===== src/pm_ctrl_pkg.sv =====
// constants for the power management control/status register bank
// Operation
// - control/status contents survive the internal D3hot-to-D0 reset.
// - D3hot-to-D0 resets other registers except wake context and global-only bits.
// - wake status bit 15 sets on every wake event, enable or not.
// - writing 1 clears wake status and drops wake; writing 0 does nothing.
// - wake status cleared by bus reset only while wake is disabled.
// - wake enable bit 8 gates assertion of the wake signal.
// - wake enable cleared only by global reset, not bus reset.
// - data scale and data select fields read zero.
// - reserved bits read zero in control/status and bridge extension registers.
// - power state bits 1-0 report and take state, 00 D0 to 11 D3hot.
// - bus power/clock control enable bit 7 reads one.
// - with control disabled, power state writes do not steer secondary bus.
// - bit 6 reads one; D3hot stops secondary clock, not power.
// - power data register always reads zero.
package pm_ctrl_pkg;
    localparam logic [7:0] CSR_LO_OFFSET = 8'hA4;
    localparam logic [7:0] CSR_HI_OFFSET = 8'hA5;
    localparam logic [7:0] BRIDGE_EXT_OFFSET = 8'hA6;
    localparam logic [7:0] PM_DATA_OFFSET = 8'hA7;
    localparam int WAKE_STATUS_POS = 15;
    localparam int WAKE_ENABLE_POS = 8;
    localparam int BUS_POWER_CLOCK_CTL_ENABLE_POS = 7;
    localparam int D3_ACTION_POS = 6;
    localparam logic [7:0] BRIDGE_EXT_VALUE = 8'hC0;
    localparam logic [7:0] PM_DATA_VALUE = 8'h00;
    typedef enum logic [1:0] {
        PS_D0 = 2'b00,
        PS_D1 = 2'b01,
        PS_D2 = 2'b10,
        PS_D3HOT = 2'b11
    } power_state_t;
endpackage


===== src/wake_status_cell.sv =====
// wake event status flag with write-one-to-clear and split reset
`timescale 1ns/1ps
`default_nettype none
module wake_status_cell (
    input wire logic clk,
    input wire logic rst_b,
    input wire logic bus_reset_sync,
    input wire logic enable,
    input wire logic event_in,
    input wire logic clear_in,
    output logic status
);
    logic status_q;
    logic status_d;
    always_comb begin
        status_d = status_q;
        if (clear_in) begin
            status_d = 1'b0;
        end
        if (bus_reset_sync && !enable) begin
            status_d = 1'b0;
        end
        // set beats clear so a simultaneous event is never lost
        if (event_in) begin
            status_d = 1'b1;
        end
    end
    always_ff @(posedge clk or negedge rst_b) begin
        if (!rst_b) begin
            status_q <= 1'b0;
        end else begin
            status_q <= status_d;
        end
    end
    assign status = status_q;
endmodule
`default_nettype wire


===== src/pm_ctrl_status.sv =====
// configuration-space power management control/status registers
`timescale 1ns/1ps
`default_nettype none
module pm_ctrl_status
    import pm_ctrl_pkg::*;
(
    input wire logic clk,
    input wire logic rst_b,
    input wire logic pci_bus_reset_n,
    input wire logic cfg_wr,
    input wire logic cfg_rd,
    input wire logic [7:0] cfg_addr,
    input wire logic [3:0] cfg_be,
    input wire logic [31:0] cfg_wdata,
    input wire logic wake_event,
    output logic [31:0] cfg_rdata,
    output logic wake_n,
    output logic [1:0] power_state,
    output logic sec_clock_stop,
    output logic sec_power_off,
    output logic d3hot_to_d0_reset
);
    import pm_ctrl_pkg::*;

    // rst_b is the global reset and clears everything here; the bus reset is a pin,
    // synchronised below, and only reaches the power state, the D3hot-to-D0 reset pulse and a disabled wake status

    logic pci_bus_reset_n_meta_q;
    logic pci_bus_reset_n_sync_q;
    logic bus_reset_act;

    // decoded config strobes
    logic word_hit;
    logic rd_hit;
    logic wr_lo;
    logic wr_hi;
    logic status_clear;

    // wake context
    logic wake_status;
    logic wake_en_q;
    logic wake_en_d;
    logic wake_n_q;
    logic wake_n_d;

    // power state, the secondary bus controls it steers and the D3hot-to-D0 reset pulse
    power_state_t ps_q;
    power_state_t ps_d;
    logic clk_stop_q;
    logic clk_stop_d;
    logic pwr_off_q;
    logic pwr_off_d;
    logic d0rst_q;
    logic d0rst_d;

    // read return path
    logic [15:0] csr_word;
    logic [31:0] rdata_q;
    logic [31:0] rdata_d;

    // the power state lanes of a write, taken as an encoded state
    function automatic power_state_t lane_state(input logic [31:0] wdata);
        lane_state = power_state_t'(wdata[1:0]);
    endfunction

    // one secondary bus action for D3hot, picked by the fixed bridge bits;
    // with bus power/clock control off, the power state steers nothing
    function automatic logic d3_action(input power_state_t state, input logic stop_clock);
        d3_action = BRIDGE_EXT_VALUE[BUS_POWER_CLOCK_CTL_ENABLE_POS]
            && (BRIDGE_EXT_VALUE[D3_ACTION_POS] == stop_clock)
            && (state == PS_D3HOT);
    endfunction

    // upper half of the dword is fixed: data readout byte, then bridge extension byte
    function automatic logic [31:0] read_word(input logic [15:0] csr);
        read_word = {PM_DATA_VALUE, BRIDGE_EXT_VALUE, csr};
    endfunction

    // two flops before anything looks at the bus reset pin
    always_ff @(posedge clk or negedge rst_b) begin
        if (!rst_b) begin
            pci_bus_reset_n_meta_q <= 1'b0;
            pci_bus_reset_n_sync_q <= 1'b0;
        end else begin
            pci_bus_reset_n_meta_q <= ~pci_bus_reset_n;
            pci_bus_reset_n_sync_q <= pci_bus_reset_n_meta_q;
        end
    end
    assign bus_reset_act = pci_bus_reset_n_sync_q;

    // all four bytes share one dword at A4h; lanes 2 and 3 hold no writable bits
    assign word_hit = (cfg_addr[7:2] == CSR_LO_OFFSET[7:2]);
    assign rd_hit = cfg_rd && word_hit;
    assign wr_lo = cfg_wr && word_hit && cfg_be[0];
    assign wr_hi = cfg_wr && word_hit && cfg_be[1];
    assign status_clear = wr_hi && cfg_wdata[WAKE_STATUS_POS];

    // set-beats-clear and the split reset live in the status cell
    wake_status_cell u_wake_status (
        .clk(clk),
        .rst_b(rst_b),
        .bus_reset_sync(bus_reset_act),
        .enable(wake_en_q),
        .event_in(wake_event),
        .clear_in(status_clear),
        .status(wake_status)
    );

    // enable is a global-reset-only bit: the bus reset never reaches it
    always_comb begin
        wake_en_d = wake_en_q;
        if (wr_hi) begin
            wake_en_d = cfg_wdata[WAKE_ENABLE_POS];
        end
    end

    always_ff @(posedge clk or negedge rst_b) begin
        if (!rst_b) begin
            wake_en_q <= 1'b0;
        end else begin
            wake_en_q <= wake_en_d;
        end
    end

    // wake drops in the cycle a clear is taken; a later event raises it again
    always_comb begin
        wake_n_d = ~(wake_status && wake_en_q && !status_clear);
    end

    always_ff @(posedge clk or negedge rst_b) begin
        if (!rst_b) begin
            wake_n_q <= 1'b1;
        end else begin
            wake_n_q <= wake_n_d;
        end
    end

    // bus reset returns the function to D0; a state write in the same cycle is lost
    always_comb begin
        ps_d = ps_q;
        if (bus_reset_act) begin
            ps_d = PS_D0;
        end else if (wr_lo) begin
            ps_d = lane_state(cfg_wdata);
        end
    end

    always_ff @(posedge clk or negedge rst_b) begin
        if (!rst_b) begin
            ps_q <= PS_D0;
        end else begin
            ps_q <= ps_d;
        end
    end

    // this bank is left out of the internal D3hot-to-D0 reset; other banks take the pulse
    always_comb begin
        d0rst_d = wr_lo && !bus_reset_act && (ps_q == PS_D3HOT)
            && (lane_state(cfg_wdata) == PS_D0);
    end

    always_ff @(posedge clk or negedge rst_b) begin
        if (!rst_b) begin
            d0rst_q <= 1'b0;
        end else begin
            d0rst_q <= d0rst_d;
        end
    end

    // the bridge bits fix the D3hot action to a clock stop, so power is never removed
    always_comb begin
        clk_stop_d = d3_action(ps_d, 1'b1);
    end

    always_ff @(posedge clk or negedge rst_b) begin
        if (!rst_b) begin
            clk_stop_q <= 1'b0;
        end else begin
            clk_stop_q <= clk_stop_d;
        end
    end

    // kept as a flop so the output stays defined if the bridge bits ever change
    always_comb begin
        pwr_off_d = d3_action(ps_d, 1'b0);
    end

    always_ff @(posedge clk or negedge rst_b) begin
        if (!rst_b) begin
            pwr_off_q <= 1'b0;
        end else begin
            pwr_off_q <= pwr_off_d;
        end
    end

    // csr bits 14-9 and 7-2 are tied to zero, so writes cannot reach them
    assign csr_word = {wake_status, 6'h00, wake_en_q, 6'h00, ps_q};

    // read data holds until the next read, mapped or not
    always_comb begin
        rdata_d = rdata_q;
        if (cfg_rd) begin
            rdata_d = rd_hit ? read_word(csr_word) : 32'h0000_0000;
        end
    end

    always_ff @(posedge clk or negedge rst_b) begin
        if (!rst_b) begin
            rdata_q <= 32'h0000_0000;
        end else begin
            rdata_q <= rdata_d;
        end
    end

    // every output is a flop, never a decoded term
    assign cfg_rdata = rdata_q;
    assign wake_n = wake_n_q;
    assign power_state = ps_q;
    assign sec_clock_stop = clk_stop_q;
    assign sec_power_off = pwr_off_q;
    assign d3hot_to_d0_reset = d0rst_q;
endmodule
`default_nettype wire


===== config.mk =====
export PLATFORM = sky130hd
export DESIGN_NAME = pm_ctrl_status
export DESIGN_NICKNAME = d
export VERILOG_FILES = /design/src/pm_ctrl_pkg.sv /design/src/wake_status_cell.sv /design/src/pm_ctrl_status.sv
export SDC_FILE = /design/constraint.sdc
export NUM_CORES = 1
export LEC_CHECK = 0
export ABC_AREA = 1
export ABC_CLOCK_PERIOD_IN_PS = 2300
export BUFFER_PORTS_ARGS = -buffer_cell sky130_fd_sc_hd__buf_4
export CAP_MARGIN = 20
export CELL_PAD_IN_SITES_DETAIL_PLACEMENT = 2
export CELL_PAD_IN_SITES_GLOBAL_PLACEMENT = 2
export CORE_UTILIZATION = 17
export DETAILED_ROUTE_END_ITERATION = 6
export PLACE_DENSITY_LB_ADDON = 0.1
export SKIP_LAST_GASP = 1
export SYNTH_ARGS = -nofsm -noshare
export SYNTH_HDL_FRONTEND = slang
export SYNTH_SLANG_ARGS = --single-unit

===== constraint.sdc =====
create_clock -name clk -period 2.3 [get_ports clk]
set_input_delay 0.23 -clock clk [delete_from_list [all_inputs] [get_ports clk]]
set_output_delay 0.23 -clock clk [all_outputs]
set_load 0.05 [all_outputs]

After elaboration in Yosys (flattened, before gate mapping)
Index checks and enable logic that the tools add are counted.

word-level totals
  memory bits (read-only) = 0
  output and inout port bits = 38
  input port bits = 50
  memories = 0
  bits in writable memories = 0
  bits in latches = 0
  register bits = 41
  logic and storage cells = 36

operators by class
  div/mod/pow operators = 0
  equal/unequal tests = 3
  $mul = 0
  $add $sub $neg = 0
  multiplexer cells = 6
  shifts and indexed selects = 0
  bitwise gates (word level) = 2
  order comparisons = 0
  reductions and logical operators = 16

operators with widths
  operator                                    number
  2-to-1 mux 24 bit                           1
  logical AND 1 bit                           11
  equality test 6 bit, second input constant  1
  equality test 2 bit, second input constant  2
  2-to-1 mux 2 bit                            2
  zero test 1 bit                             3
  2-to-1 mux 1 bit                            3
  nonzero test 3 bit                          1
  zero test 2 bit                             1
  NOT 1 bit                                   2

Logic depth before layout (Yosys ltp)
  depth in word-level cells = 7
  mapped depth = 7

Cells and area by module
From an unflattened synthesis, not the netlist that was laid out.

unflattened totals
  cell total of the unflattened synthesis = 98
  area total of the unflattened synthesis = 849.6 um^2

modules (own cells, without submodules)
  module            cells an instance  seq. area each (um^2)  area each (um^2)  instances
  pm_ctrl_status    90                 326.6                  795.8             1
  wake_status_cell  8                  25.0                   53.8              1

Worst setup path before layout
No wires, ideal clock.

  kind = register to output
  start = register, netlist name cfg_rdata[22]
  end = output port cfg_rdata[23]
  path slack = 1.166 ns
  buffers on the path = 1
  required time = 2.070 ns
  cell stages (with the launch flop) = 2
  data arrival time = 0.904 ns
  cells stage by stage = dfrtp_1 -> buf_4

RTL lines
  element           line                  source
  end: declaration  pm_ctrl_status.sv:16  output logic [31:0] cfg_rdata,

Worst setup path after layout
  start = register wake_n_q (netlist: wake_n)
  end = output port wake_n

RTL lines
  element                   line                   source
  start: declaration        pm_ctrl_status.sv:43   logic wake_n_q;
  start signal: assignment  pm_ctrl_status.sv:134  wake_n_q <= wake_n_d;
  end: declaration          pm_ctrl_status.sv:17   output logic wake_n,

No word-level cell between the ends.

==> impl_metrics.toml <==
[grt]
grt_max_degree = 15
gr-usage-all-layers_pct = 8.089
grt_antenna_before_repair = 0
grt_pass1_vias = 641
grt_pass1_wl_microns = 3139
grt_overflow_total = 0

[clock_network]
cts.sinks = 14
cts_buffers = 3
clockRootBuffer = "clkbuf_8"
cts_resized = 0
hold_buffers = 1
cts_buffer_depth = 2
cts_tree = "yes"
htreeDepth = 1
cts_setup_buffers = 0
clk_latency_ns = 0.24
clk_pin_slew_ns = 0.06

[setup_path]
crit_path_start = "wake_n"
rr_endpoint = "sec_clock_stop"
worstPathArrival_ns = 0.94
endpoint_kind = "output port"
reg2reg_from = "power_state[0]"
crit_path_max_incr_delay_ns = 0.51
critPathRequiredTime_ns = 2.07
critPathMaxFanout = 1
path_depth = 1
r2r_cells = 4
start_kind = "register"
criticalPathCategory = "reg2out"
critical_path_buf_inv_count = 1
cp_cell_sequence = "buf_4"
r2r_slack_ns = 1.47
slowest_stage = "dfstp_2"
crit_family = "flip-flops"

[floorplan]
design.core.area_sq_um = 4692
die_x_microns = 71.80
io_pins = 88
start_util_pct = 17.65
rows = 25
die_h_microns = 71.80
dieArea_sq_um = 5155

[synthesis]
synth_flop_cell = "dfrtp_1"
yosys.area.top_type_share_pct = 39.27
synth_edf_count = 0
yosys_register_bits = 14
synth_cells = 94
post-synth-top-count-cell = "buf_4"
synth_cell_types = 17
yosys-top-cells-area = "dfrtp_1 39%, buf_4 25%, inv_1 9.1%, nand3_1 4.2%, nand3_2 3.6%"
syn_area_sq_um = 828.3
synth_commonest_cells = "28 x buf_4, 20 x inv_1, 13 x dfrtp_1"
ys_seq_area_share_pct = 42.45
async_flop_share_pct = 100.0
synth_warnings = 0
syn_area_per_cell_sq_um = 8.812
yosysTopAreaCell = "dfrtp_1"

[timing]
rsz0062_at_grt = "no"
fin_hold_ws_ns = 0.1183
finalHoldViolCount = 0
slew_violations = 0
final-setup-viol-count = 0
final.setup.tns_ns = 0
max_freq_ghz = 0.8549
finClkSkew_ns = 0.002867
post-route-period-util_pct = 50.86
fin_crit_ns = 1.170

[power_and_ir_drop]
p_seq_share_pct = 39.0
p_sw_w = 0.0002255
power_w = 0.0006617
clockPowerShare_pct = 36.2
vdd_drop_max_v = 0.0001387
comb_power_share_pct = 24.8
p_leak_nw = 0.5877
power.density_nw_per_um2 = 625.1
sw_frac_of_total_pct = 34.07
internal_power_w = 0.0004362

[worst_hold_path]
whs_path_depth = 2
holdCritPathClass = "in2reg"
min_from = "pci_bus_reset_n"
min_to = "pci_bus_reset_n_meta_q"

[route]
drt_drc_violations_left = 0
wl_microns = 1903
ant_nets = 0
wl_per_cell_microns = 10.63
first_pass_iters = 3
vias = 607
drtIter0Drc = 22
via_per_inst = 3.391

[finish]
layout.nets = 176
drive_gt1_share_pct = 33.60
area.growth.synth_to_final_pct = 27.80
diodes = 0

[placed_design]
dp_hpwl_microns = 1595
port_buffers = 28
gp_congestion = 0.7015

[status]
outcome = "completed"

[run]
maxCapViolations = 0
through the flow:
step | setup WS, ns | area [sq um] | utilization, % | cells
floorplan | 1.166 | 925.9 | - | 120
global placement | 1.166 | 993.5 | 21.17 | 174
detailed placement | 1.150 | 993.5 | 21.17 | 174
CTS | 1.117 | 1059 | 22.56 | 179
global route | 1.102 | 1059 | 22.56 | 179
finish | 1.130 | 1059 | 22.56 | 179
layout by cell type (no fill, tap or decap):
cell	count
buf_4	28
conb_1	27
inv_1	20
dfrtp_1	13
nand3_1	7
nand2_1	6
o22ai_1	4
clkbuf_8	4
nand3_2	3
nor2_2	2
nor2_4	2
nor2_1	2
nand4_1	1
nor3_2	1
o21ai_0	1
nand2_2	1
a21oi_1	1
dlygate4sd3_1	1
dfstp_2	1
how the worst max path moves through the flow:
stage | slack, ns | to
CTS | 1.12 | wake_n
finish | 1.13 | wake_n
global route | 1.10 | wake_n
detailed placement | 1.15 | power_state[1]
global placement | 1.17 | u_wake_status.status
floorplan | 1.17 | cfg_rdata[23]
flip-flops by register name (all words and copies together), names as in the netlist:
signal,cells
pci_bus_reset_n_meta_q,1
wake_n,1
cfg_rdata,5
wake_en_q,1
bus_reset_act,1
d3hot_to_d0_reset,1
u_wake_status.status,1
power_state,2
sec_clock_stop,1
power by group through the flow:
| stage | clock network (W) | registers [W] | logic, W |
|---|---|---|---|
| detailed placement | 0 | 0.000263 | 0.000163 |
| floorplan | 0 | 0.000273 | 0.000147 |
| global route | 0.000261 | 0.000259 | 0.000173 |
| global placement | 0 | 0.000262 | 0.000161 |
| CTS | 0.000255 | 0.000258 | 0.000165 |
| finish | 0.000240 | 0.000258 | 0.000164 |
cell type report:
cell class / count / area (sq um)
fillers: 555 / 3633
flip-flops and latches: 14 / 351.6
multi-input cells: 58 / 289.0
repair buffers: 29 / 220.2
inverters: 20 / 75.07
well taps: 54 / 67.56
clock buffers: 4 / 55.05
layer usage:
layer / up-vias / GRT usage (%) / part of all wire (%)
met4: 0 / 2.614 / 0.89
met5: - / 0 / 0
met3: 2 / 2.110 / 4.9
met1: 289 / 8.854 / 39
li1: 291 / - / -
met2: 25 / 15.09 / 55
cells by family after synthesis:
| family | count (synthesis) | share of synthesized area [%] |
|---|---|---|
| flops | 14 | 42.45 |
| compound gates | 6 | 4.228 |
| buf+inv | 48 | 34.44 |
| simple gates | 25 | 18.43 |
| other cells | 1 | 0.4527 |
(Power assumes the default switching activity.)
